===== src/common/pia_pkg.sv =====
////////////////////////////////////////////////////////////////////////////////
// constants shared by the controller and its priority picker
package pia_pkg;
    localparam int DW = 8;
    localparam int LW = 3;
    // register select values
    localparam logic SEL_COMMAND = 1'b0;
    localparam logic SEL_MASK = 1'b1;
    // first init word field positions
    localparam int BIT_INIT_MARK = 4;
    localparam int BIT_LEVEL_TRIGGER = 3;
    localparam int BIT_CALL_INTERVAL = 2;
    localparam int BIT_SINGLE_DEVICE = 1;
    localparam int BIT_FOURTH_NEEDED = 0;
    // fourth init word field positions
    localparam int BIT_SPECIAL_NESTED = 4;
    localparam int BIT_BUFFERED = 3;
    localparam int BIT_MASTER_SEL = 2;
    localparam int BIT_AUTO_END = 1;
    localparam int BIT_CPU16 = 0;
    // operation word fields beyond the mask word
    localparam int BIT_OP_THIRD = 3;
    localparam int BIT_POLL = 2;
    localparam int BIT_READ_REG = 1;
    localparam int BIT_READ_IN_SERVICE = 0;
    localparam int BIT_SMM_ENABLE = 6;
    localparam int BIT_SMM_VALUE = 5;
    localparam logic [2:0] NONSPEC_END_CODE = 3'h1;
    // fixed bytes and reset values
    localparam logic [DW-1:0] CALL_OPCODE = 8'hCD;
    localparam logic [LW-1:0] SPURIOUS_LEVEL = 3'h7;
    localparam logic [DW-1:0] SLAVE_ID_RESET = 8'h07;
    localparam logic [DW-1:0] MASK_RESET = 8'h00;
    localparam logic [DW-1:0] EDGE_RESET = 8'hFF;
    localparam logic [DW-1:0] WORD_FOUR_ZERO = 8'h00;
    // acknowledge pulse counts per processor type
    localparam logic [1:0] LAST_PULSE_8BIT = 2'h3;
    localparam logic [1:0] LAST_PULSE_16BIT = 2'h2;
    // initialization sequencer states
    typedef enum logic [1:0] {
        ST_READY,
        ST_WAIT2,
        ST_WAIT3,
        ST_WAIT4
    } pia_init_st_t;
endpackage


===== src/design/pia_pick.sv =====
`timescale 1ns/1ps
////////////////////////////////////////////////////////////////////////////////
// finds the lowest set bit, which is the highest priority level
module pia_pick (
    input wire logic [pia_pkg::DW-1:0] vec,
    output logic any,
    output logic [pia_pkg::LW-1:0] lvl
);
    import pia_pkg::*;

    logic [DW:0] seen;
    logic [DW-1:0] first;

    assign seen[0] = 1'b0;
    // one-hot of the first set bit, chained per bit
    for (genvar i = 0; i < DW; i++) begin : g_bit
        assign seen[i+1] = seen[i] | vec[i];
        assign first[i] = vec[i] & ~seen[i];
    end

    assign any = seen[DW];

    // encode the one-hot position
    always_comb begin
        lvl = '0;
        for (int i = 0; i < DW; i++) begin
            if (first[i]) begin
                lvl = LW'(i);
            end
        end
    end
endmodule


===== src/design/pia_ctrl.sv =====
`timescale 1ns/1ps
// Operation
// - read with chip select drives request, in-service, mask latch or level
// - first acknowledge sets in-service bit, clears that request bit
// - 8-bit mode: master or lone device drives call opcode on first acknowledge
// - 8-bit mode: low address byte second, high byte third
// - low byte layout depends on call interval 4 or 8
// - call interval bit 1 means interval 4, 0 means 8
// - third acknowledge drives the second init word as high byte
// - 8-bit auto end clears in-service after third pulse
// - 16-bit first pulse: bus undriven, freeze state, cascade code after
// - 16-bit second pulse drives vector base bits and level
// - 16-bit auto end clears in-service after second pulse
// - no request at first acknowledge answers as level 7
// - master puts slave id on cascade lines; matching slave answers
// - command write with bit 4 set restarts initialization
// - first init word resets edges, mask, slave id, special mask, read select
// - no fourth word needed zeroes all fourth word functions
// - init takes 2 to 4 writes; third skipped when single
// - level trigger bit makes a high level a request
// - third word: master slave bits, or slave id compared on cascade
// - buffered: pin is buffer enable and master bit sets role
// - processor type bit picks three or two pulse acknowledge
// - special nested and auto end options come from fourth word
// - mask writes at any time after initialization load the mask latch
// - a set mask bit inhibits its request input
// - fully nested, level 0 highest; in-service blocks same or lower
// - non-specific end command clears highest set in-service bit
module pia_ctrl (
    input wire logic CLK,
    input wire logic SRST,
    input wire logic CS_N,
    input wire logic RD_N,
    input wire logic WR_N,
    input wire logic REGISTER_SELECT,
    input wire logic INT_ACK_STROBE_N,
    input wire logic [pia_pkg::DW-1:0] DATA_IN,
    output logic [pia_pkg::DW-1:0] DATA_OUT,
    output logic DATA_OE,
    input wire logic [pia_pkg::DW-1:0] REQUEST_INPUTS,
    output logic INT_REQUEST,
    input wire logic [pia_pkg::LW-1:0] CASCADE_ID_LINES_I,
    output logic [pia_pkg::LW-1:0] CASCADE_ID_LINES_O,
    output logic CASCADE_ID_LINES_OE,
    input wire logic SLAVE_PROGRAM_PIN_I,
    output logic SLAVE_PROGRAM_PIN_O,
    output logic SLAVE_PROGRAM_PIN_OE
);
    import pia_pkg::*;

    typedef struct packed {
        logic wr_p;
        logic rd_p;
        logic ak_p;
        logic sel_w;
        logic [DW-1:0] wdat;
        pia_init_st_t st;
        logic done;
        logic [DW-1:0] init_word_one;
        logic [DW-1:0] init_word_two;
        logic [DW-1:0] init_word_three;
        logic [DW-1:0] init_word_four;
        logic [DW-1:0] mask_latch;
        logic [DW-1:0] request_latch;
        logic [DW-1:0] in_service_latch;
        logic [DW-1:0] prev_in;
        logic smm;
        logic read_in_service;
        logic poll;
        logic poll_read;
        logic [1:0] cnt;
        logic [LW-1:0] lvl;
        logic hit;
        logic [LW-1:0] cascade_id;
        logic cascade_on;
        logic [DW-1:0] dout;
        logic doe;
    } pia_state_t;

    pia_state_t s_r;
    pia_state_t s_nxt;

    logic wr_act;
    logic rd_act;
    logic ak_act;
    logic wr_rise;
    logic rd_fall;
    logic ak_fall;
    logic ak_rise;
    logic master;
    logic cascaded;
    logic upm_mode;
    logic level_mode;
    logic auto_end;
    logic supply_call;
    logic supply_vec;
    logic [1:0] last_pulse;
    logic [DW-1:0] pending;
    logic [DW-1:0] blocking;
    logic p_any;
    logic [LW-1:0] p_lvl;
    logic b_any;
    logic [LW-1:0] b_lvl;
    logic nest_ok;
    logic grant;

    ////////////////////////////////////////////////////////////////////////////
    // strobe levels and edges; inputs are already in the clock domain
    assign wr_act = !CS_N && !WR_N;
    assign rd_act = !CS_N && !RD_N;
    assign ak_act = !INT_ACK_STROBE_N;
    // each edge is seen in exactly one cycle against the stored level
    assign wr_rise = s_r.wr_p && !wr_act;
    assign rd_fall = rd_act && !s_r.rd_p;
    assign ak_fall = ak_act && !s_r.ak_p;
    assign ak_rise = !ak_act && s_r.ak_p;

    // role and mode decode from the stored init words
    assign master = s_r.init_word_four[BIT_BUFFERED] ? s_r.init_word_four[BIT_MASTER_SEL]
                                                     : SLAVE_PROGRAM_PIN_I;
    assign cascaded = !s_r.init_word_one[BIT_SINGLE_DEVICE];
    assign upm_mode = s_r.init_word_four[BIT_CPU16];
    assign level_mode = s_r.init_word_one[BIT_LEVEL_TRIGGER];
    assign auto_end = s_r.init_word_four[BIT_AUTO_END];
    assign last_pulse = upm_mode ? LAST_PULSE_16BIT : LAST_PULSE_8BIT;
    // a slave never sends the call opcode; the master or a lone device does
    assign supply_call = !cascaded || master;

    ////////////////////////////////////////////////////////////////////////////
    // priority resolution over unmasked requests and blocking in-service bits
    assign pending = s_r.request_latch & ~s_r.mask_latch;
    // in special mask mode a masked level no longer blocks anything
    assign blocking = s_r.smm ? (s_r.in_service_latch & ~s_r.mask_latch)
                              : s_r.in_service_latch;

    pia_pick u_pick_req (
        .vec(pending),
        .any(p_any),
        .lvl(p_lvl)
    );

    pia_pick u_pick_isv (
        .vec(blocking),
        .any(b_any),
        .lvl(b_lvl)
    );

    // special nesting lets a cascaded slave level interrupt its own level
    assign nest_ok = s_r.init_word_four[BIT_SPECIAL_NESTED] && master && cascaded
                     && s_r.init_word_three[p_lvl] && (p_lvl == b_lvl);
    assign grant = p_any && (!b_any || (p_lvl < b_lvl) || nest_ok);

    ////////////////////////////////////////////////////////////////////////////
    // next state
    always_comb begin
        s_nxt = s_r;
        s_nxt.wr_p = wr_act;
        s_nxt.rd_p = rd_act;
        s_nxt.ak_p = ak_act;
        supply_vec = 1'b0;
        // hold the write data while the strobe is low, use it at the rise
        if (wr_act) begin
            s_nxt.sel_w = REGISTER_SELECT;
            s_nxt.wdat = DATA_IN;
        end
        // request latch: level follows input, edge needs a fresh rise
        if (level_mode) begin
            s_nxt.request_latch = REQUEST_INPUTS;
        end else begin
            s_nxt.request_latch = (s_r.request_latch | (REQUEST_INPUTS & ~s_r.prev_in))
                                  & REQUEST_INPUTS;
        end
        s_nxt.prev_in = REQUEST_INPUTS;
        // command writes, before the acknowledge so that a set wins
        if (wr_rise) begin
            if ((s_r.sel_w == SEL_COMMAND) && s_r.wdat[BIT_INIT_MARK]) begin
                s_nxt.init_word_one = s_r.wdat;
                s_nxt.st = ST_WAIT2;
                s_nxt.done = 1'b0;
                s_nxt.prev_in = EDGE_RESET;
                s_nxt.request_latch = '0;
                s_nxt.in_service_latch = '0;
                s_nxt.mask_latch = MASK_RESET;
                s_nxt.init_word_three = SLAVE_ID_RESET;
                s_nxt.smm = 1'b0;
                s_nxt.read_in_service = 1'b0;
                s_nxt.poll = 1'b0;
                s_nxt.cnt = 2'h0;
                s_nxt.cascade_on = 1'b0;
                if (!s_r.wdat[BIT_FOURTH_NEEDED]) begin
                    s_nxt.init_word_four = WORD_FOUR_ZERO;
                end
            end else begin
                case (s_r.st)
                    ST_WAIT2: begin
                        s_nxt.init_word_two = s_r.wdat;
                        if (cascaded) begin
                            s_nxt.st = ST_WAIT3;
                        end else if (s_r.init_word_one[BIT_FOURTH_NEEDED]) begin
                            s_nxt.st = ST_WAIT4;
                        end else begin
                            s_nxt.st = ST_READY;
                            s_nxt.done = 1'b1;
                        end
                    end
                    ST_WAIT3: begin
                        s_nxt.init_word_three = s_r.wdat;
                        if (s_r.init_word_one[BIT_FOURTH_NEEDED]) begin
                            s_nxt.st = ST_WAIT4;
                        end else begin
                            s_nxt.st = ST_READY;
                            s_nxt.done = 1'b1;
                        end
                    end
                    ST_WAIT4: begin
                        s_nxt.init_word_four = s_r.wdat;
                        s_nxt.st = ST_READY;
                        s_nxt.done = 1'b1;
                    end
                    ST_READY: begin
                        if (!s_r.done) begin
                            s_nxt.st = ST_READY;
                        end else if (s_r.sel_w == SEL_MASK) begin
                            s_nxt.mask_latch = s_r.wdat;
                        end else if (!s_r.wdat[BIT_OP_THIRD]) begin
                            if ((s_r.wdat[7:5] == NONSPEC_END_CODE) && b_any) begin
                                s_nxt.in_service_latch[b_lvl] = 1'b0;
                            end
                        end else begin
                            s_nxt.poll = s_r.wdat[BIT_POLL];
                            if (s_r.wdat[BIT_READ_REG]) begin
                                s_nxt.read_in_service = s_r.wdat[BIT_READ_IN_SERVICE];
                            end
                            if (s_r.wdat[BIT_SMM_ENABLE]) begin
                                s_nxt.smm = s_r.wdat[BIT_SMM_VALUE];
                            end
                        end
                    end
                    default: begin
                        s_nxt.st = ST_READY;
                    end
                endcase
            end
        end
        // start of an acknowledge pulse
        if (ak_fall && s_r.done) begin
            s_nxt.cnt = s_r.cnt + 2'h1;
            if (s_r.cnt == 2'h0) begin
                // state is frozen here; a vanished request answers as level 7
                s_nxt.hit = grant;
                s_nxt.lvl = grant ? p_lvl : SPURIOUS_LEVEL;
                if (grant) begin
                    s_nxt.in_service_latch[p_lvl] = 1'b1;
                    s_nxt.request_latch[p_lvl] = 1'b0;
                end
                if (!upm_mode) begin
                    s_nxt.cascade_id = s_nxt.lvl;
                    s_nxt.cascade_on = 1'b1;
                end
            end
        end
        // end of an acknowledge pulse
        if (ak_rise && (s_r.cnt != 2'h0)) begin
            if ((s_r.cnt == 2'h1) && upm_mode) begin
                s_nxt.cascade_id = s_r.lvl;
                s_nxt.cascade_on = 1'b1;
            end
            if (s_r.cnt == last_pulse) begin
                s_nxt.cnt = 2'h0;
                s_nxt.cascade_on = 1'b0;
                if (auto_end && s_r.hit) begin
                    s_nxt.in_service_latch[s_r.lvl] = 1'b0;
                end
            end
        end
        // poll read acts as an acknowledge and returns the level word
        if (rd_fall && s_r.poll && s_r.done && (REGISTER_SELECT == SEL_COMMAND)) begin
            s_nxt.poll = 1'b0;
            s_nxt.poll_read = 1'b1;
            s_nxt.dout = {grant, 4'h0, p_lvl};
            if (grant) begin
                s_nxt.in_service_latch[p_lvl] = 1'b1;
                s_nxt.request_latch[p_lvl] = 1'b0;
            end
        end else if (!rd_act) begin
            s_nxt.poll_read = 1'b0;
        end
        // data bus: acknowledge bytes, status reads, or released
        s_nxt.doe = 1'b0;
        if (ak_act && s_r.done && (s_nxt.cnt != 2'h0)) begin
            // master answers unless the level belongs to a slave; slave on id match
            if (!cascaded) begin
                supply_vec = 1'b1;
            end else if (master) begin
                supply_vec = !s_r.init_word_three[s_nxt.lvl];
            end else begin
                supply_vec = (CASCADE_ID_LINES_I == s_r.init_word_three[LW-1:0]);
            end
            case (s_nxt.cnt)
                2'h1: begin
                    // 16-bit mode leaves the bus released on the first pulse
                    s_nxt.doe = !upm_mode && supply_call;
                    s_nxt.dout = CALL_OPCODE;
                end
                2'h2: begin
                    s_nxt.doe = supply_vec;
                    if (upm_mode) begin
                        s_nxt.dout = {s_r.init_word_two[7:3], s_nxt.lvl};
                    end else if (s_r.init_word_one[BIT_CALL_INTERVAL]) begin
                        s_nxt.dout = {s_r.init_word_one[7:5], s_nxt.lvl, 2'h0};
                    end else begin
                        s_nxt.dout = {s_r.init_word_one[7:6], s_nxt.lvl, 3'h0};
                    end
                end
                2'h3: begin
                    s_nxt.doe = supply_vec && !upm_mode;
                    s_nxt.dout = s_r.init_word_two;
                end
                default: begin
                    s_nxt.doe = 1'b0;
                end
            endcase
        end else if (rd_act) begin
            s_nxt.doe = 1'b1;
            if (s_nxt.poll_read) begin
                s_nxt.doe = 1'b1;
            end else if (REGISTER_SELECT == SEL_MASK) begin
                s_nxt.dout = s_r.mask_latch;
            end else if (s_r.read_in_service) begin
                s_nxt.dout = s_r.in_service_latch;
            end else begin
                s_nxt.dout = s_r.request_latch;
            end
        end
    end

    // all state in one register; reset leaves the device uninitialized
    always_ff @(posedge CLK) begin
        if (SRST) begin
            s_r <= '0;
        end else begin
            s_r <= s_nxt;
        end
    end

    ////////////////////////////////////////////////////////////////////////////
    // outputs
    assign DATA_OUT = s_r.dout;
    assign DATA_OE = s_r.doe;
    assign INT_REQUEST = s_r.done && grant;
    // cascade lines are outputs only on a master of a cascade
    assign CASCADE_ID_LINES_OE = master && cascaded;
    assign CASCADE_ID_LINES_O = s_r.cascade_on ? s_r.cascade_id : '0;
    // buffered mode: low while the data bus is driven, to steer transceivers
    assign SLAVE_PROGRAM_PIN_O = !s_r.doe;
    assign SLAVE_PROGRAM_PIN_OE = s_r.init_word_four[BIT_BUFFERED];
endmodule


===== config.mk =====
export PLATFORM = sky130hd
export DESIGN_NAME = pia_ctrl
export DESIGN_NICKNAME = d
export VERILOG_FILES = /design/src/common/pia_pkg.sv /design/src/design/pia_pick.sv /design/src/design/pia_ctrl.sv
export SDC_FILE = /design/constraint.sdc
export NUM_CORES = 1
export LEC_CHECK = 0
export BUFFER_PORTS_ARGS = -buffer_cell sky130_fd_sc_hd__clkbuf_2
export CAP_MARGIN = 20
export CORE_UTILIZATION = 25
export DETAILED_ROUTE_END_ITERATION = 10
export PLACE_DENSITY = 0.43
export SYNTH_ARGS = -nofsm -noshare
export SYNTH_HDL_FRONTEND = slang
export SYNTH_SLANG_ARGS = --single-unit

===== constraint.sdc =====
create_clock -name CLK -period 3.1 [get_ports CLK]
set_input_delay 0.31 -clock CLK [delete_from_list [all_inputs] [get_ports CLK]]
set_output_delay 0.31 -clock CLK [all_outputs]
set_load 0.02 [all_outputs]

==> summary.md, run 1 <==
| Metric | Value |
|---|---|
| Synth area leader | `dfxtp_1` |
| Routability congestion estimate | `0.939` |
| Clock sinks | `98` |
| Starting Density | `25.6%` |
| CP required | `2.79 ns` |
| Largest net degree at the start of global routing | `53` |
| Area contributors post-synth | `dfxtp_1 38%, nand2_1 8.0%, nor2_1 7.1%` |
| Placed cell count | `1056` |
| Number of max-cap violations | `0` |
| Nets | `844` |
| Ports | `43` |
| Share of the synthesized area in the top cell type | `37.6%` |
| Proportion of layout cells with a drive suffix above 1 | `31.1%` |
| Final instance area | `0.00707 mm2` |
| Syn_nets | `725` |
| Yosys cell types | `65` |
| Rel. slew slack | `38.2%` |
| Vias | `5485` |
| CORE AREA | `0.0204 mm2` |
| Residual DRC | `0` |
| CTS Buffer Depth | `2` |
| H-tree Lvls | `3` |
| CTS tree | `done` |
| Placed cell area | `0.00632 mm2` |
| Cell Count, Final, Fillers Out | `1088` |
| Final Util | `34.7%` |
| GRT Overall Usage | `20.1%` |
| WL/cell | `19.1 um` |
| First-pass DRT Iterations | `5` |
| Violated checks | `setup timing` |
| Setup violators final | `26` |
| Grt ovf | `0` |
| Static Leakage | `2.62 nW` |
| Worst Path Arrival | `3.09 ns` |
| Global-route wire length before repair | `32200 um` |
| DP HPWL | `16100 um` |
| Vias in the first global route | `5341` |
| Fill count | `2130` |
| Max Fclk | `0.294 GHz` |
| CP endpoint kind | `output pin` |
| Final Hold Fails | `0` |
| Hold_buf cts | `0` |
| Maximum VDD drop | `0.000182 V` |
| Crit Path Category | `reg -> out` |
| Final hold slack | `0.134 ns` |
| Setup ws final | `-0.296 ns` |
| IO buf count | `42` |
| Total CTS buffers | `9` |
| Post-synth EDFFs | `0` |
| Worst slew pin tran | `0.921 ns` |
| Initial antenna violation count | `0` |
| Initial DRC count | `326` |
| Rows | `52` |
| Post-Syn Instances | `694` |
| Period utilization | `110%` |
| Skew final | `0.0123 ns` |
| Overall Power | `2.75 mW` |
| Avg Cell Area, Syn | `7.51 um2` |
| Worst-Skew Late Latency | `0.36 ns` |
| Max FO, Critical Path | `4` |
| Antenna viol nets, final | `0` |
| Clk root buf | `clkbuf_16` |
| Ant diodes | `0` |
| Clock slew at reported path FFs | `0.07 ns` |
| Startpoint Class | `flip-flop` |
| Sequential area share after synthesis | `37.6%` |
| Synth async-reset ratio | `0%` |
| Worst Hold Class | `in -> reg` |
| Yosys warning total | `0` |
| Die height | `146 um` |
| WL final | `20800 um` |
| Most common cell in the netlist | `nand2_1` |
| Post-synth top cells | `111 x nand2_1, 99 x nor2_1, 98 x dfxtp_1` |
| PwrDens | `389 mW/mm2` |
| Area Overhead vs Synth | `35.6%` |
| Status | `finished, violations left` |
| Final min period | `3.40 ns` |
| Most used flip-flop cell after synthesis | `dfxtp_1` |
| RSZ-0062 raised after global routing | `true` |
| Yosys reg bits | `98` |
| Final Slew Violations | `0` |
| Die X-Extent | `146 um` |
| Drt via density | `5.04` |
| Area of the die | `0.0214 mm2` |
| Mapped Area | `0.00521 mm2` |
critical path, stage by stage (launching register included):
cell and delay, ns:
dfxtp_2 0.33, nor2b_4 0.13, nor4_4 0.27, and3b_1 0.21, nand2b_4 0.14, inv_2 0.05, ha_4 0.25, and4_4 0.23
o211ai_1 0.15, a311oi_4 0.30, a31oi_4 0.18, a31oi_4 0.19, and2_4 0.16, clkbuf_8 0.13
placed cells by master (no fill, tap or decap), types with 3 or more instances in the layout:
cell type	netlist	routed
o21ai_0	26	25
nand3_2	0	4
nor2b_1	10	6
or2_2	6	6
inv_2	1	4
nor3b_1	3	3
a21oi_1	72	64
dfxtp_2	0	15
a211oi_2	0	4
nor2b_4	0	4
nor3_1	24	23
nand2b_1	15	10
a211oi_1	13	8
dfxtp_1	98	81
a311oi_1	8	7
mux2i_1	26	24
a21oi_2	0	7
and4_1	5	4
buf_4	9	98
clkbuf_2	0	40
and2_1	12	10
nand3_1	23	19
nand2b_4	0	4
xor2_1	3	3
nor2_1	99	97
o211ai_1	4	4
o311ai_0	3	3
nand4_1	7	7
clkinvlp_4	0	3
a221oi_1	8	4
a31oi_1	7	7
clkbuf_16	0	9
buf_6	0	9
nand2_1	111	109
inv_1	18	15
layer usage:
metal | vias to the layer above | track usage (%) | wire length [um]
li1 | 2684 | - | -
met2 | 126 | 31.8 | 9560
met4 | 0 | 8.13 | 561
met1 | 2649 | 27.7 | 9840
met5 | - | 0 | 0
met3 | 26 | 2.25 | 796
kinds of logic after synthesis:
logic type,after synthesis,synth area share [%]
flip-flops,98,37.6
buffers and inverters,60,4.97
AO/OA/AOI/OAI,172,21.5
adder cells (fa/ha/maj),4,0.960
XOR/XNOR,4,0.672
AND/OR/NAND/NOR,330,29.3
multiplexers,26,4.99
flip-flops by register name (all words and copies together), names as in the netlist:
register,flops
auto_end,1
SLAVE_PROGRAM_PIN_OE,1
DATA_OE,1
DATA_OUT,8
level_mode,1
s_r,86
where the power goes:
part           switching [mW]  internal (mW)  total, mW
Clock                   0.546          0.551       1.10
Sequential             0.0300           1.28       1.31
Combinational           0.195          0.147      0.342
per-stage QoR:
stage	setup slack, ns	TNS (ns)
after floorplan	-0.228	-2.81
after global placement	-0.418	-4.45
after detailed placement	-0.456	-6.17
after CTS	-0.298	-2.53
after global routing	-0.405	-6.39
final	-0.296	-2.95
worst paths after layout:
path	from	endpoint	slack, ns	cells after the start
worst max-delay path	s_r[41]$_SDFF_PP0_	INT_REQUEST	-0.30	13
worst min-delay path	RD_N	s_r[100]$_SDFF_PP0_	0.13	2
worst max register to register	s_r[41]$_SDFF_PP0_	DATA_OUT[3]$_SDFF_PP0_	-0.20	15
worst min register to register	s_r[84]$_SDFFE_PP0P_	s_r[84]$_SDFFE_PP0P_	0.46	2
final cells by class:
class,instances,area (um2),share of cell area (%)
clock inverter,7,52.6,0.743
timing repair buffer,149,1060,14.9
clock buffer,9,225,3.19
multi-input combinational,536,3340,47.2
sequential,98,1990,28.1
tap,270,338,4.78
inverter,19,71.3,1.01
what timing repair did:
action                                  in CTS  in global routing
pin swaps                                   21                 14
gates resized for setup                     65                 19
setup buffers                               13                  4
endpoints found under the setup margin      28                 30
Note: power is estimated with default switching activity, not from simulation.
==> run 2: changes to the inputs <==
Settings changed: SYNTH_HIERARCHICAL set to 1.
==> run 2 against run 1 <==
Largest cell class unchanged. Maximum frequency up 5.5%. Highest routed layer unchanged. Area after synthesis decreased by 0.60%. Critical path depth shrank 1. First-iteration DRC count increased by 17%. Critical endpoint unchanged. Clock power up 12%. Non-clock buffer count is 25 lower. Sequential share of layout area up 0.95 points. Sequential power about the same. Utilization decreased by 1.1 points. Global-route usage is 2.3 points lower. The flow still finishes with violations (setup timing).
==> summary.md, run 2 <==
| Metric | Value |
|---|---|
| Status | `finished, violations left` |
| Violated checks | `setup timing` |
| Rel. slew slack | `44.8%` |
| Synth area leader | `dfxtp_1` |
| Clock slew at reported path FFs | `0.08 ns` |
| Placed cell area | `0.00599 mm2` |
| Internal | `2.07 mW` |
| CTS tree | `done` |
| Number of max-cap violations | `0` |
| Clk network pwr share | `42.9%` |
| Commonest non-fill, non-tap cell in the layout | `nor2_1` |
| Cell Count, Final, Fillers Out | `1031` |
| WL met2 | `8450 um` |
| Worst-Skew Late Latency | `0.36 ns` |
| Reg power frac | `45.5%` |
| Placed cell count | `1000` |
| Die height | `146 um` |
| M1 WL | `8900 um` |
| DP HPWL | `14000 um` |
| Total CTS buffers | `9` |
| Ant diodes | `0` |
| Largest Register | `s_r` |
| Max Used Layer | `met4` |
| Worst Hold Class | `in -> reg` |
| CTS Buffer Depth | `2` |
| Global-route wire length before repair | `29100 um` |
| WL/cell | `18.3 um` |
| Setup ws final | `-0.120 ns` |
| Yosys warning total | `6` |
| Psw | `0.797 mW` |
| Final min period | `3.22 ns` |
| CP required | `2.79 ns` |
| Drt via density | `5.10` |
| Skew final | `0.0106 ns` |
| Routability congestion estimate | `0.878` |
| GRT Overall Usage | `17.8%` |
| Share of the synthesized area in the top cell type | `37.9%` |
| Max FFs per register | `86` |
| Syn_nets | `697` |
| Period utilization | `104%` |
| WL final | `18900 um` |
| Maximum VDD drop | `0.000256 V` |
| Switching share of power | `27.8%` |
| Residual DRC | `0` |
| Most used flip-flop cell after synthesis | `dfxtp_1` |
| Worst Path Arrival | `2.91 ns` |
| Worst slew pin tran | `0.821 ns` |
| CP endpoint kind | `output pin` |
| Yosys reg bits | `98` |
| IO buf count | `42` |
| Final hold slack | `0.162 ns` |
| Most common cell in the netlist | `dfxtp_1` |
| Final Slew Violations | `0` |
| Grt ovf | `0` |
| Final Util | `33.6%` |
| Post-synth top cells | `98 x dfxtp_1, 92 x nor2_1, 91 x nand2_1` |
| Static Leakage | `2.53 nW` |
| Rows | `52` |
| Max FO, Critical Path | `5` |
| Clk root buf | `clkbuf_16` |
| Area of the die | `0.0213 mm2` |
| RSZ-0062 raised after global routing | `true` |
| Area Overhead vs Synth | `31.6%` |
| Startpoint Class | `flip-flop` |
| DR WL met3 | `974 um` |
| Logic pwr share | `11.6%` |
| Area contributors post-synth | `dfxtp_1 38%, a21oi_1 6.9%, nor2_1 6.7%` |
| CORE AREA | `0.0203 mm2` |
| Vias | `5256` |
| Nets | `788` |
| Sequential area share after synthesis | `37.9%` |
| Synth async-reset ratio | `0%` |
| Post-synth EDFFs | `0` |
| Starting Density | `25.5%` |
| Crit Path Category | `reg -> out` |
| Proportion of layout cells with a drive suffix above 1 | `29.3%` |
| Largest net degree at the start of global routing | `35` |
| Post-Syn Instances | `665` |
| Initial antenna violation count | `0` |
| Die X-Extent | `146 um` |
| H-tree Lvls | `3` |
| PwrDens | `420 mW/mm2` |
| Initial DRC count | `381` |
| Avg Cell Area, Syn | `7.79 um2` |
| Final instance area | `0.00682 mm2` |
| First-pass DRT Iterations | `5` |
| Overall Power | `2.87 mW` |
| Vias in the first global route | `5018` |
| Final Hold Fails | `0` |
| Most frequent cells in the layout | `91 x nor2_1, 89 x nand2_1, 86 x dfxtp_1` |
| Max Fclk | `0.311 GHz` |
| Mapped Area | `0.00518 mm2` |
| Clock sinks | `98` |
| Ports | `43` |
| Antenna viol nets, final | `0` |
| Yosys cell types | `60` |
| Setup violators final | `6` |
-- run 2: cell types whose count changed in the layout (fill, tap and decap cells not counted), sizes merged, moves of 7 or more --
cell and delta:
nand2b -10, inv +8, nor2b +7, nand2 -21
nand3 -7, nor2 -7, buf -24, a211oi +7
-- run 2: through the flow --
stage	TNS, ns	worst slack, ns
6_report	-0.407	-0.120
5_1_grt	-2.26	-0.228
4_1_cts	-0.386	-0.149
3_5_place_dp	-1.90	-0.287
3_3_place_gp	-0.919	-0.285
2_1_floorplan	0	0.0139
-- run 2: logic make-up (layout without fill, tap and decap cells) --
logic type | after synthesis | in the layout | synth area share [%]
flops | 98 | 98 | 37.9
mux | 29 | 29 | 5.75
simple gates | 282 | 282 | 25.2
compound gates | 179 | 179 | 22.6
buf+inv | 68 | 164 | 6.66
fa+ha+maj | 5 | 5 | 1.21
xor+xnor | 4 | 4 | 0.676
-- run 2: path summary, 6_finish.rpt --
check                      from              endpoint  slack, ns  cells past startpoint
min                  DATA_IN[7]  s_r[97]$_SDFFE_PP0P_       0.16                      3
max reg2reg  s_r[44]$_SDFF_PP0_    DATA_OE$_SDFF_PP0_      -0.11                     14
max          s_r[44]$_SDFF_PP0_           INT_REQUEST      -0.12                     12
min reg2reg  s_r[19]$_SDFF_PP0_    s_r[19]$_SDFF_PP0_       0.46                      2
-- run 2: what timing repair did --
| item | CTS | global route |
|---|---|---|
| setup buffers | 7 | 9 |
| hold buffers | 0 | 0 |
| gates resized for setup | 44 | 63 |
| setup endpoints to repair | 22 | 28 |
| pin swaps | 12 | 19 |
-- run 2: critical path, stage by stage, from the launching register on --
cell and delay (ns):
dfxtp_2 0.32, nor2b_4 0.13, nor2_1 0.09, o21ai_1 0.09
a211oi_1 0.28, buf_4 0.22, mux2_4 0.31, a221oi_2 0.24
nor2_1 0.08, o311a_4 0.39, buf_6 0.12, and2_4 0.15
buf_8 0.12
-- run 2: final cells by class --
| class | instances | area, um2 |
|---|---|---|
| clock buffers | 9 | 225 |
| multi-input cells | 499 | 3220 |
| well taps | 270 | 338 |
| fillers | 2216 | 13500 |
| repair buffers | 124 | 878 |
| flip-flops and latches | 98 | 1980 |
| inverters | 24 | 90.1 |
| clock inverters | 7 | 87.6 |
-- run 2: metal layers --
layer	track usage, %	up-vias
li1	-	2553
met1	24.4	2520
met5	0	-
met4	7.37	0
met2	26.9	156
met3	3.64	27
-- run 2: power groups by stage --
stage	Sequential, mW	Clock (mW)	Combinational (mW)
2_1_floorplan	1.32	0	0.178
3_3_place_gp	1.34	0	0.278
3_5_place_dp	1.33	0	0.280
4_1_cts	1.30	1.24	0.304
5_1_grt	1.31	1.30	0.359
6_report	1.30	1.23	0.333
==> run 3: changes to the inputs <==
Settings changed: ABC_AREA set to 1.
==> run 3 against run 2 <==
The run now ends clean. First-iteration DRC count shrank 23%. Area after synthesis grew 5.9%. Hold slack lost 0.041 ns. Largest power group unchanged.
==> summary.md, run 3 <==
| Metric | Value |
|---|---|
| Status | `finished clean` |
| Grt ovf | `0` |
| Die height | `150 um` |
| Starting Density | `25.8%` |
| Initial DRC count | `295` |
| Clk root buf | `clkbuf_16` |
| Sequential area share after synthesis | `35.8%` |
| Static Leakage | `2.60 nW` |
| Final Util | `30.0%` |
| Residual DRC | `0` |
| FF+latch area | `0.00197 mm2` |
| Final hold slack | `0.121 ns` |
| Yosys cell types | `58` |
| Final Slew Violations | `0` |
| Min-Delay Endpoint | `s_r[100]$_SDFF_PP0_` |
| Commonest non-fill, non-tap cell in the layout | `inv_1` |
| Number of max-cap violations | `0` |
| Avg Cell Area, Syn | `7.06 um2` |
| Setup TNS | `0 ns` |
| Clock slew at reported path FFs | `0.07 ns` |
| Hold Path Depth | `2` |
| DP HPWL | `14600 um` |
| Area Overhead vs Synth | `16.6%` |
| Period utilization | `95.0%` |
| Routability congestion estimate | `0.910` |
| Area of the die | `0.0225 mm2` |
| Rel. slew slack | `56.9%` |
| Global-route wire length before repair | `28300 um` |
| Fill count | `2394` |
| CP required | `2.79 ns` |
| Multiplexer share of the synthesized area | `1.12%` |
| Proportion of layout cells with a drive suffix above 1 | `18.9%` |
| Max Fclk | `0.340 GHz` |
| WL/cell | `16.9 um` |
| Post-synthesis simple-gate area fraction | `25.7%` |
| Die X-Extent | `150 um` |
| Placed cell area | `0.00603 mm2` |
| Max FO, Critical Path | `5` |
| Clock sinks | `98` |
| IO buf count | `42` |
| Largest Register | `s_r` |
| R2R Path End | `s_r[38]$_SDFF_PP0_` |
| Postcts setup bufs | `0` |
| CORE AREA | `0.0213 mm2` |
| Drt via density | `4.73` |
| Most used flip-flop cell after synthesis | `dfxtp_1` |
| Rows | `53` |
| Maximum VDD drop | `0.000284 V` |
| Synth Area in Adders | `1.14%` |
| CTS tree | `done` |
| Antenna viol nets, final | `0` |
| Ports | `43` |
| Worst Hold Class | `in -> reg` |
| Synth area leader | `dfxtp_1` |
| Initial antenna violation count | `0` |
| Xor-xnor portion of the synthesized cell area | `0.479%` |
| R2r startpoint | `s_r[37]$_SDFF_PP0_` |
| Worst reg-to-reg path cell count | `16` |
| Max FFs per register | `86` |
| Mapped Area | `0.00549 mm2` |
| Synth async-reset ratio | `0%` |
| Post-synth top cells | `111 x inv_1, 98 x dfxtp_1, 97 x nand2_1` |
| Vias | `5190` |
| Skew final | `0.0141 ns` |
| Area contributors post-synth | `dfxtp_1 36%, o21ai_0 8.5%, inv_1 7.6%` |
| Share of the synthesized area in the top cell type | `35.8%` |
| Setup violators final | `0` |
| H-tree Lvls | `3` |
| Total CTS buffers | `9` |
| Final min period | `2.94 ns` |
| First-pass DRT Iterations | `5` |
| Vias in the first global route | `4818` |
| Nets | `849` |
| Yosys reg bits | `98` |
| Synth Area in Compound Gates | `24.2%` |
| Final Hold Fails | `0` |
| Hold_buf cts | `0` |
| R2r setup slk | `0.27 ns` |
| Worst slew pin tran | `0.646 ns` |
| Largest net degree at the start of global routing | `47` |
| Syn_nets | `809` |
| CP endpoint kind | `output pin` |
| CTS Buffer Depth | `2` |
| Hold path start | `RD_N` |
| Area occupied by multi-input gates | `0.00292 mm2` |
| Worst-Skew Late Latency | `0.37 ns` |
| Worst Path Arrival | `2.63 ns` |
| Largest family of logic cells by synthesized area | `simple AND/OR/NAND/NOR gates` |
| Post-Syn Instances | `777` |
| GRT Overall Usage | `17.2%` |
| Most common cell in the netlist | `inv_1` |
| PwrDens | `453 mW/mm2` |
| Crit Path Category | `reg -> out` |
| WL final | `18600 um` |
| Final instance area | `0.00639 mm2` |
| Ant diodes | `0` |
| Post-synth EDFFs | `0` |
| Yosys warning total | `6` |
| Most frequent cells in the layout | `110 x inv_1, 97 x nand2_1, 94 x dfxtp_1` |
| Startpoint Class | `flip-flop` |
## run 3: what timing repair did
item / 4_1_cts / 5_1_grt
pin swaps: 0 / 1
gates cloned: 0 / 0
resized for setup: 4 / 17
setup endpoints to repair: 1 / 6
## run 3: kinds of logic (layout without fill, tap and decap cells)
family,Yosys count,count (layout)
and+or+nand+nor,285,285
AOI/OAI and AO/OA,222,222
buffers and inverters,158,203
DFF,98,98
muxes,6,6
adders and majority gates,5,5
xor gates and xnor gates,3,3
## run 3: metrics by stage
stage	std cells	total power, mW	setup slack (ns)
after floorplan	777	1.56	0.437
after global placement	1081	1.69	0.213
final	1097	2.90	0.156
after detailed placement	1081	1.68	0.0909
after CTS	1097	2.92	0.0120
after global routing	1097	3.01	-0.00885
## run 3: cell type report
class | count | area share (%)
multi-input combinational | 521 | 45.7
sequential | 98 | 30.8
inverter | 127 | 7.49
timing repair buffer | 60 | 5.63
tap | 275 | 5.38
clock buffer | 10 | 3.74
clock inverter | 6 | 1.29
## run 3: worst max path at each step
stage                               from            endpoint  cells after the start
floorplan           s_r[22]$_SDFFE_PP0P_  DATA_OE$_SDFF_PP0_                     19
global placement    s_r[22]$_SDFFE_PP0P_  s_r[32]$_SDFF_PP0_                     16
detailed placement  s_r[22]$_SDFFE_PP0P_  s_r[32]$_SDFF_PP0_                     16
CTS                 s_r[22]$_SDFFE_PP0P_         INT_REQUEST                     13
global route          s_r[42]$_SDFF_PP0_         INT_REQUEST                     16
finish                s_r[37]$_SDFF_PP0_         INT_REQUEST                     13
## run 3: routing by layer
layer	global-route usage (%)	part of all wire [%]
met1	23.4	49
met2	26.5	45
met4	7.58	3.1
met5	0	0
met3	2.82	3.0
## run 3: critical path: stages (launching register included)
cell and delay [ns]:
dfxtp_1 0.35, inv_1 0.07, a21oi_1 0.20, inv_1 0.11, a41oi_1 0.25, inv_1 0.11, ha_1 0.32, a21oi_1 0.14
o21ai_0 0.08, and2_1 0.16, nand2_4 0.12, nand2_8 0.10, nor2_4 0.12, buf_4 0.14
## run 3: report_power, final
| part | switching (mW) | leakage [nW] | internal (mW) |
|---|---|---|---|
| clock network | 0.575 | 0.154 | 0.667 |
| registers | 0.0241 | 0.800 | 1.29 |
| logic | 0.230 | 1.65 | 0.110 |
| total | 0.829 | 2.60 | 2.07 |
